`src/design/arfd_params.svh`:
```
// Timing, code and pipeline constants for the range-flag output path
// Assumes inclusion by the package, the design modules and the testbench files
`ifndef ARFD_PARAMS_SVH
`define ARFD_PARAMS_SVH

// Core clock and conversion rate
`define ARFD_CLK_PERIOD_NS 20
`define ARFD_SAMPLE_PERIOD_NS 100
`define ARFD_SAMPLE_CYCLES (`ARFD_SAMPLE_PERIOD_NS / `ARFD_CLK_PERIOD_NS)
// Least high time of the sample clock, rounded up to whole cycles
`define ARFD_CLK_HIGH_NS 45
`define ARFD_HIGH_CYCLES ((`ARFD_CLK_HIGH_NS + `ARFD_CLK_PERIOD_NS - 1) / `ARFD_CLK_PERIOD_NS)

// Output code layout
`define ARFD_CODE_W 14
`define ARFD_IN_W 16
`define ARFD_MIDSCALE 16'sh2000
`define ARFD_NEG_FULL_SCALE (-16'sh2000)
`define ARFD_POS_LAST_CODE 16'sh1fff
`define ARFD_CODE_ZERO 14'h0000
`define ARFD_CODE_ONES 14'h3fff

// Pipeline latency in conversions between hold and output update
`define ARFD_PIPE_DEPTH 3

`endif

```
`src/design/arfd_pkg.sv`:
```
// Types shared by the range-flag output path
// Assumes arfd_params.svh is on the include path
`include "arfd_params.svh"

package arfd_pkg;

	// One converted sample: code and its out-of-range flag travel together
	typedef struct packed {
		logic out_of_range_flag; // High when input beyond range
		logic [`ARFD_CODE_W-1:0] code; // Straight binary code
	} arfd_sample_s;

	// Sample clock phase sequencer
	typedef enum logic [1:0] {
		ARFD_IDLE,
		ARFD_HIGH,
		ARFD_LOW
	} arfd_phase_e;

	typedef logic [3:0] arfd_count_t;

endpackage

```
`src/design/arfd_delay_line.sv`:
```
// Fixed-depth delay line for converted samples
// Assumes one clock, synchronous reset, advance strobe from the same clock
`timescale 1ns/1ps
`default_nettype none
`include "arfd_params.svh"

module arfd_delay_line (
	input wire logic i_clk, // Core clock
	input wire logic i_srst, // Synchronous reset, active high
	input wire logic i_advance, // One-cycle shift enable
	input wire arfd_pkg::arfd_sample_s i_sample, // Sample entering the pipe
	output arfd_pkg::arfd_sample_s o_sample // Registered sample leaving the pipe
);
	import arfd_pkg::*;

	arfd_sample_s stage [`ARFD_PIPE_DEPTH]; // Pipe stages
	arfd_sample_s next_stage [`ARFD_PIPE_DEPTH]; // Next stage contents

	// Each stage moves by one on the advance strobe, flag and code as one word
	genvar g;
	generate
		for (g = 0; g < `ARFD_PIPE_DEPTH; g++) begin : g_stage
			always_comb begin
				next_stage[g] = stage[g];
				if (i_advance) begin
					next_stage[g] = (g == 0) ? i_sample : stage[(g == 0) ? 0 : g - 1];
				end
			end
			always_ff @(posedge i_clk) begin
				if (i_srst) begin
					stage[g] <= '0;
				end else begin
					stage[g] <= next_stage[g];
				end
			end
		end
	endgenerate

	// Read data straight from the last register
	assign o_sample = stage[`ARFD_PIPE_DEPTH-1];

endmodule
`default_nettype wire

```
`src/design/arfd_range_flag.sv`:
```
// Output logic of a pipelined 14-bit converter: code and out-of-range flag
// Assumes the analog front end delivers a signed level in LSBs about midscale
// Operation
// - Flag updates with its sample's data word
// - Flag low when input within range
// - Flag high when input above or below range
// - Flag holds high until in-range conversion output
// - Timing derived from both sample clock edges
// - Straight binary, clamped at both full scales
`timescale 1ns/1ps
`default_nettype none
`include "arfd_params.svh"

module arfd_range_flag (
	input wire logic i_clk, // Core clock, 50 MHz
	input wire logic i_srst, // Synchronous reset, active high
	input wire logic i_run, // Conversion enable, from a pin
	input wire logic signed [`ARFD_IN_W-1:0] i_analog, // Input level in LSBs, from pins
	output logic o_sample_clk, // Sample clock seen by the pipeline
	output logic [`ARFD_CODE_W-1:0] o_data, // Straight binary output word
	output logic o_out_of_range_flag, // Out-of-range flag
	output logic o_data_update // Pulse on each data and flag load, changed or not
);
	import arfd_pkg::*;

	localparam arfd_count_t SAMPLE_CYCLES = arfd_count_t'(`ARFD_SAMPLE_CYCLES);
	localparam arfd_count_t HIGH_CYCLES = arfd_count_t'(`ARFD_HIGH_CYCLES);

	// Pin synchronisers, first stage read only by the second
	logic run_meta; // First stage of run
	logic run_sync; // Usable run level
	logic signed [`ARFD_IN_W-1:0] analog_meta; // First stage of input
	logic signed [`ARFD_IN_W-1:0] analog_sync; // Usable input level

	// Phase sequencer state
	arfd_phase_e phase; // Current half of the sample clock
	arfd_phase_e next_phase;
	arfd_count_t count; // Cycles spent in this half
	arfd_count_t next_count;
	logic rise_evt; // Rising edge of the sample clock
	logic fall_evt; // Falling edge of the sample clock

	// Hold and quantiser state
	logic signed [`ARFD_IN_W-1:0] held; // Level held on the rising edge
	logic signed [`ARFD_IN_W-1:0] next_held;
	arfd_sample_s quant; // Quantised sample awaiting the pipe
	arfd_sample_s next_quant;
	logic quant_valid; // Quantiser holds a fresh sample
	logic next_quant_valid;
	arfd_sample_s pipe_out; // Sample leaving the pipe

	// Output registers
	logic sample_clk;
	logic next_sample_clk;
	logic [`ARFD_CODE_W-1:0] data;
	logic [`ARFD_CODE_W-1:0] next_data;
	logic flag;
	logic next_flag;
	logic update;
	logic next_update;
	logic [`ARFD_PIPE_DEPTH-1:0] fill; // Marks pipe stages holding real samples
	logic [`ARFD_PIPE_DEPTH-1:0] next_fill;

	// Two flops on every pin input
	always_ff @(posedge i_clk) begin
		if (i_srst) begin
			run_meta <= 1'b0;
			run_sync <= 1'b0;
			analog_meta <= '0;
			analog_sync <= '0;
		end else begin
			run_meta <= i_run;
			run_sync <= run_meta;
			analog_meta <= i_analog;
			analog_sync <= analog_meta;
		end
	end

	// Sample clock phases; both edges drive internal steps
	always_comb begin
		next_phase = phase;
		next_count = count + 4'h1;
		rise_evt = 1'b0;
		fall_evt = 1'b0;
		case (phase)
			ARFD_IDLE: begin
				next_count = 4'h0;
				if (run_sync) begin
					next_phase = ARFD_HIGH;
					rise_evt = 1'b1;
				end
			end
			ARFD_HIGH: begin
				if (count == HIGH_CYCLES - 4'h1) begin
					next_phase = ARFD_LOW;
					next_count = 4'h0;
					fall_evt = 1'b1;
				end
			end
			ARFD_LOW: begin
				if (count == SAMPLE_CYCLES - HIGH_CYCLES - 4'h1) begin
					next_count = 4'h0;
					if (run_sync) begin
						next_phase = ARFD_HIGH;
						rise_evt = 1'b1;
					end else begin
						next_phase = ARFD_IDLE;
					end
				end
			end
			default: begin
				next_phase = ARFD_IDLE;
				next_count = 4'h0;
			end
		endcase
	end

	always_ff @(posedge i_clk) begin
		if (i_srst) begin
			phase <= ARFD_IDLE;
			count <= 4'h0;
		end else begin
			phase <= next_phase;
			count <= next_count;
		end
	end

	// Hold on the rising edge, quantise on the falling edge
	always_comb begin
		next_held = held;
		next_quant = quant;
		next_quant_valid = quant_valid;
		if (rise_evt) begin
			next_held = analog_sync;
			next_quant_valid = 1'b0; // Consumed by the pipe on this edge
		end
		if (fall_evt) begin
			next_quant_valid = 1'b1;
			if (held < `ARFD_NEG_FULL_SCALE) begin
				next_quant.code = `ARFD_CODE_ZERO;
				next_quant.out_of_range_flag = 1'b1;
			end else if (held > `ARFD_POS_LAST_CODE) begin
				next_quant.code = `ARFD_CODE_ONES;
				next_quant.out_of_range_flag = 1'b1;
			end else begin
				// Offset by midscale: zero input gives only the top bit set
				next_quant.code = `ARFD_CODE_W'(held + `ARFD_MIDSCALE);
				next_quant.out_of_range_flag = 1'b0;
			end
		end
	end

	always_ff @(posedge i_clk) begin
		if (i_srst) begin
			held <= '0;
			quant <= '0;
			quant_valid <= 1'b0;
		end else begin
			held <= next_held;
			quant <= next_quant;
			quant_valid <= next_quant_valid;
		end
	end

	// Latency stages; code and flag share one word so they cannot skew
	arfd_delay_line u_pipe (
		.i_clk(i_clk),
		.i_srst(i_srst),
		.i_advance(rise_evt),
		.i_sample(quant),
		.o_sample(pipe_out)
	);

	// Output update on the rising edge after the pipe has advanced.
	// The flag changes only here, so a high flag is held until a later
	// in-range conversion reaches the output.
	always_comb begin
		next_sample_clk = (next_phase == ARFD_HIGH);
		next_data = data;
		next_flag = flag;
		next_update = 1'b0;
		next_fill = fill;
		if (rise_evt) begin
			next_fill = {fill[`ARFD_PIPE_DEPTH-2:0], quant_valid};
		end
		// Pipe output is read one cycle after it shifted.
		// The mark of the last stage gates it; one place further would drop a sample.
		if (phase == ARFD_HIGH && count == 4'h0 && fill[`ARFD_PIPE_DEPTH-1]) begin
			next_data = pipe_out.code;
			next_flag = pipe_out.out_of_range_flag;
			next_update = 1'b1;
		end
	end

	always_ff @(posedge i_clk) begin
		if (i_srst) begin
			sample_clk <= 1'b0;
			data <= '0;
			flag <= 1'b0;
			update <= 1'b0;
			fill <= '0;
		end else begin
			sample_clk <= next_sample_clk;
			data <= next_data;
			flag <= next_flag;
			update <= next_update;
			fill <= next_fill;
		end
	end

	// Outputs straight from flops
	assign o_sample_clk = sample_clk;
	assign o_data = data;
	assign o_out_of_range_flag = flag;
	assign o_data_update = update;

endmodule
`default_nettype wire

```
`config.mk`:
```
export PLATFORM = sky130hd
export DESIGN_NAME = arfd_range_flag
export DESIGN_NICKNAME = d
export VERILOG_FILES = /design/src/design/arfd_pkg.sv /design/src/design/arfd_delay_line.sv /design/src/design/arfd_range_flag.sv
export VERILOG_INCLUDE_DIRS = /design/src /design/src/design
export SDC_FILE = /design/constraint.sdc
export NUM_CORES = 1
export LEC_CHECK = 0
export BUFFER_PORTS_ARGS = -buffer_cell sky130_fd_sc_hd__buf_2
export CELL_PAD_IN_SITES_DETAIL_PLACEMENT = 2
export CELL_PAD_IN_SITES_GLOBAL_PLACEMENT = 2
export CORE_ASPECT_RATIO = 0.9
export CORE_UTILIZATION = 39
export CTS_CLUSTER_DIAMETER = 40
export DETAILED_ROUTE_END_ITERATION = 12
export PLACE_DENSITY_LB_ADDON = 0.08
export SKIP_LAST_GASP = 1
export SYNTH_ARGS = -nofsm -noshare
export SYNTH_HDL_FRONTEND = slang
export SYNTH_HIERARCHICAL = 1
export SYNTH_SLANG_ARGS = --single-unit
```
`constraint.sdc`:
```
create_clock -name i_clk -period 2.71 [get_ports i_clk]
set_input_delay 0.4065 -clock i_clk [delete_from_list [all_inputs] [get_ports i_clk]]
set_output_delay 0.4065 -clock i_clk [all_outputs]
set_load 0.02 [all_outputs]
```
==> impl_metrics.env, run 1 <==
export IMPL_status="completed"
export IMPL_tns_ps=0
export IMPL_relSlewSlack_pct=49.8
export IMPL_start_util_pct=39.9
export IMPL_syn_to_final_growth_pct=15.4
export IMPL_wl_met1_um=4220
export IMPL_synth_main_ff_cell="dfxtp_1"
export IMPL_drt_wl_total_um=9020
export IMPL_cpLargestDelayFamily="simple AND/OR/NAND/NOR gates"
export IMPL_dp_cells=620
export IMPL_fin_ws_ps=530
export IMPL_hold_worst_slack_ps=204
export IMPL_min_path_type="in -> reg"
export IMPL_synth_top_area_share_pct=57.2
export IMPL_max_cap_violations=0
export IMPL_critPathBufInv=1
export IMPL_wl_met3_um=374
export IMPL_grt_pass1_vias=3258
export IMPL_yosysMostFrequentCell="dfxtp_1"
export IMPL_drc_errors=0
export IMPL_async_flop_share_pct=0
export IMPL_leakagePower_uw=0.00218
export IMPL_htreeDepth=4
export IMPL_cts_tree="yes"
export IMPL_ctsRootBufferMaster="clkbuf_16"
export IMPL_grt_max_degree=65
export IMPL_ir_drop_mv=0.403
export IMPL_die_w_um=119
export IMPL_yosys_top_cells_area="dfxtp_1, mux2i_1, nor2_1"
export IMPL_grt_first_pass_wirelength_um=15600
export IMPL_insertion_delay_ps=410
export IMPL_slowest_delay_ps=620
export IMPL_setup_viol=0
export IMPL_ys_top_cells_by_count="dfxtp_1, nor2_1, mux2i_1, nor2b_1"
export IMPL_nFillCells=1250
export IMPL_io_buffers=35
export IMPL_postCtsSetupBuffers=0
export IMPL_syn_inst=449
export IMPL_path_class="reg -> reg"
export IMPL_cts_repair_resized=0
export IMPL_hold_viol=0
export IMPL_rows=38
export IMPL_postCtsHoldBufs=0
export IMPL_synth_warnings=6
export IMPL_pre_cts_ws_ps=532
export IMPL_via_per_inst=4.74
export IMPL_layout_min_cycle_time_ps=2180
export IMPL_wl_per_cell_um=13.9
export IMPL_required_ps=3000
export IMPL_finalPower_uw=4200
export IMPL_dieArea_mm2=0.0127
export IMPL_ant_nets=0
export IMPL_ioPinCount=36
export IMPL_overflow=0
export IMPL_gp_congestion=0.648
export IMPL_vias=3080
export IMPL_ys_types=33
export IMPL_p_per_area_mw_per_mm2=758
export IMPL_fin_cells=650
export IMPL_synth_edf_count=0
export IMPL_ys_ff_latch=137
export IMPL_crit_chain="or4b_1 -> o21ai_4 -> buf_12 -> mux2i_1 -> nor2_1"
export IMPL_max_freq_ghz=0.459
export IMPL_core_mm2=0.0120
export IMPL_clockBufferDepth=2
export IMPL_clk_pin_slew_ps=50
export IMPL_min_period_over_period_pct=80.4
export IMPL_drt_pass1_iter_count=4
export IMPL_drt_iter0_drc=97
export IMPL_num_nets_final=502
export IMPL_syn_num_nets=472
export IMPL_die_h_um=107
export IMPL_slew_viol_final=0
export IMPL_critPathArrivalTime_ps=2470
export IMPL_cp_start_kind="register"
export IMPL_wl_met2_um=4270
export IMPL_path_max_fanout=64
export IMPL_post_synth_top_area_cell="dfxtp_1"
export IMPL_rsz0062_at_grt="false"
export IMPL_skew_ps=4.94
export IMPL_grt_use_total_pct=15.9
export IMPL_cts_made_buffers=17
export IMPL_worst_slew_pin_slew_ps=751
export IMPL_avgSynthCellArea_um2=10.7
export IMPL_cp_slowest_cell="or4b_1"
export IMPL_crit_path_end_kind="register"
export IMPL_detailed_place_hpwl_um=5780
export IMPL_netlist_area_mm2=0.00480
export IMPL_num_antenna_cells=0
export IMPL_cts_sinks=137
export IMPL_seq_area_frac_synth_pct=57.2
export IMPL_antenna_found_initial=0
export IMPL_drive_above_1_share_pct=13.7
export IMPL_top_layer="met4"
layout by cell type, fill, tap and decap left out, types with 3 or more instances in the layout:
cell type	instances
a21oi_1	18
buf_2	34
buf_4	4
clkbuf_1	6
clkbuf_16	17
clkbuf_8	4
clkinv_2	3
dfxtp_1	137
ha_1	4
inv_1	3
mux2i_1	79
nand2_1	18
nor2_1	88
nor2b_1	36
o21ai_0	12
o21ai_1	4
area by class of cell:
class	instances	area, µm²	area share, %
clock buffers	27	503	9.09
inverters	3	11.3	0.203
repair buffers	40	240	4.34
flip-flops and latches	137	2740	49.5
multi-input cells	280	1820	32.9
well taps	160	200	3.62
clock inverters	3	15.0	0.271
stage by stage:
stage / utilization [%] / area [µm²]
5_1_grt: 46.0 / 5540
3_3_place_gp: 41.7 / 5020
2_1_floorplan: - / 4800
3_5_place_dp: 41.7 / 5020
4_1_cts: 46.0 / 5540
6_report: 46.0 / 5540
worst paths after layout:
path	start	to	slack, ps	cells after the start
worst max-delay path	count[0]	u_pipe/stage[0][6]	530	5
worst min-delay path	i_run	run_meta	200	2
worst max register to register	count[0]	u_pipe/stage[0][6]	530	5
worst min register to register	analog_meta[5]	analog_sync[5]	440	1
power by group:
group          leakage [µW]  switching, µW  total, µW  internal (µW)
Combinational      0.000810           69.3        121           51.3
Clock              0.000257            771       2020           1250
Sequential          0.00111           9.44       2050           2040
kinds of logic after synthesis:
family | after synthesis | share of synthesized area (%)
and+or+nand+nor | 153 | 14.7
xor gates and xnor gates | 3 | 0.548
adders and majority gates | 4 | 1.04
DFF | 137 | 57.2
muxes | 79 | 16.5
buffers and inverters | 32 | 4.82
AOI/OAI and AO/OA | 41 | 5.19
state kept, by name (all words and copies together), names as in the netlist, 3 cells and up:
| signal | flops |
|---|---|
| analog_sync | 16 |
| u_pipe/stage | 45 |
| o_data | 14 |
| fill | 3 |
| held | 16 |
| analog_meta | 16 |
| count | 4 |
| quant | 15 |
per-layer routing:
| layer | vias up | global-route usage [%] |
|---|---|---|
| li1 | 1548 | - |
| met5 | - | 0 |
| met4 | 0 | 9.22 |
| met2 | 53 | 25.4 |
| met1 | 1466 | 18.7 |
| met3 | 13 | 5.27 |
Note: power is estimated with default switching activity, not from simulation.
==> inputs of run 2 (changes only) <==
- clock period: 2.71 -> 2.2 ns (I/O delays scaled with it)
==> impl_metrics.env, run 2 (synthesis gave the netlist of run 1 again) <==
export IMPL_clk_pin_slew_ps=60
export IMPL_min_path_type="in -> reg"
export IMPL_power_frac_comb_pct=2.5
export IMPL_postCtsHoldBufs=0
export IMPL_tns_ps=0
export IMPL_drive_above_1_share_pct=15.4
export IMPL_regMostFlops="u_pipe/stage"
export IMPL_layout_min_cycle_time_ps=2030
export IMPL_antenna_found_initial=0
export IMPL_dieArea_mm2=0.0127
export IMPL_layout_common_cells="dfxtp_1, nor2_1, mux2i_1"
export IMPL_cts_tree="yes"
export IMPL_drt_wl_total_um=9380
export IMPL_grt_first_pass_wirelength_um=16000
export IMPL_cpLargestDelayFamily="simple AND/OR/NAND/NOR gates"
export IMPL_cts_repair_resized=0
export IMPL_ctsRootBufferMaster="clkbuf_16"
export IMPL_max_freq_ghz=0.492
export IMPL_cts_made_buffers=17
export IMPL_drt_iter0_drc=193
export IMPL_min_period_over_period_pct=92.4
export IMPL_dp_cells=622
export IMPL_core_mm2=0.0120
export IMPL_critPathBufInv=1
export IMPL_drt_pass1_iter_count=4
export IMPL_clockBufferDepth=2
export IMPL_power_frac_clock_pct=54.6
export IMPL_drc_errors=0
export IMPL_switching_share_pct=19.3
export IMPL_htreeDepth=4
export IMPL_crit_start="count[0]"
export IMPL_crit_chain="or4b_1 -> o21ai_4 -> buf_12 -> mux2i_1 -> nor2_1"
export IMPL_max_cap_violations=0
export IMPL_vias=3117
export IMPL_grt_pass1_vias=3248
export IMPL_setup_viol=0
export IMPL_leakagePower_uw=0.00225
export IMPL_postCtsSetupBuffers=0
export IMPL_ir_drop_mv=0.508
export IMPL_p_per_area_mw_per_mm2=1030
export IMPL_fin_cells=654
export IMPL_ioPinCount=36
export IMPL_cts_sinks=137
export IMPL_via_per_inst=4.77
export IMPL_finalPower_uw=5900
export IMPL_status="completed"
export IMPL_ant_nets=0
export IMPL_p_sw_uw=1140
export IMPL_reg2reg_from="count[0]"
export IMPL_worst_slew_pin_slew_ps=752
export IMPL_die_w_um=119
export IMPL_cp_slowest_cell="or4b_1"
export IMPL_path_max_fanout=48
export IMPL_io_buffers=35
export IMPL_hold_viol=0
export IMPL_wl_per_cell_um=14.3
export IMPL_skew_ps=6.28
export IMPL_slew_viol_final=0
export IMPL_rsz0062_at_grt="false"
export IMPL_grt_max_degree=75
export IMPL_detailed_place_hpwl_um=5830
export IMPL_num_nets_final=504
export IMPL_required_ps=2480
export IMPL_insertion_delay_ps=420
export IMPL_mostFrequentLayoutCell="dfxtp_1"
export IMPL_path_class="reg -> reg"
export IMPL_rows=38
export IMPL_critPathArrivalTime_ps=2320
export IMPL_die_h_um=107
export IMPL_overflow=0
export IMPL_slowest_delay_ps=540
export IMPL_grt_use_total_pct=16.5
export IMPL_crit_path_end_kind="register"
export IMPL_start_util_pct=39.9
export IMPL_relSlewSlack_pct=49.7
export IMPL_largest_reg_flops=45
export IMPL_num_antenna_cells=0
export IMPL_gp_congestion=0.685
export IMPL_seq_power_share_pct=42.9
export IMPL_cp_start_kind="register"
export IMPL_p_int_uw=4760
export IMPL_syn_to_final_growth_pct=19.0
export IMPL_hold_path_startpoint="i_analog[2]"
==> run 2: cell types whose count changed in the layout (fill, tap and decap cells not counted), sizes merged <==
cell      before  now
buf           40   42
bufinv         0    6
clkbuf        27   20
clkinv         3    2
clkinvlp       0    4
==> run 2: final cells by class <==
type	instances	area, µm²
Timing Repair Buffer	42	255
Tap cell	160	200
Fill cell	1218	6320
Multi-Input combinational cell	280	1820
Clock inverter	12	220
Clock buffer	20	457
Inverter	3	11.3
Sequential cell	137	2740
==> run 2: path summary, 6_finish.rpt <==
path	end	slack (ps)	cells after the start
min	analog_meta[2]	120	2
max	u_pipe/stage[1][12]	170	5
max reg2reg	u_pipe/stage[1][12]	170	5
min reg2reg	analog_sync[0]	440	1
==> run 2: worst register-to-register path: stages, from the launching register on <==
cell     delay, ps
dfxtp_1        460
or4b_1         540
o21ai_4        210
buf_12         320
mux2i_1        290
nor2_1          70
==> run 2: power groups by stage <==
stage / sequential, µW / clock [µW] / combinational [µW]
6_report: 2530 / 3220 / 150
5_1_grt: 2530 / 3410 / 167
4_1_cts: 2530 / 3320 / 155
3_5_place_dp: 2580 / 0 / 154
3_3_place_gp: 2580 / 0 / 149
2_1_floorplan: 2580 / 0 / 126
==> run 2: metrics by stage <==
stage | setup slack [ps] | instance area [µm²] | utilization (%) | hold slack (ps)
floorplan | 199 | 4800 | - | 414
CTS | 146 | 5710 | 47.5 | 97.8
global route | 51.8 | 5710 | 47.5 | 106
detailed placement | 181 | 5030 | 41.8 | 429
global placement | 280 | 5030 | 41.8 | 425
finish | 167 | 5710 | 47.5 | 116
==> run 2: per-layer routing <==
layer	vias to the layer above	part of all wire [%]	routed length [µm]	track usage, %
li1	1555	-	-	-
met1	1493	47	4380	19.7
met2	50	47	4450	26.1
met3	19	3.2	299	4.79
met4	0	2.7	258	10.6
met5	-	0	0	0
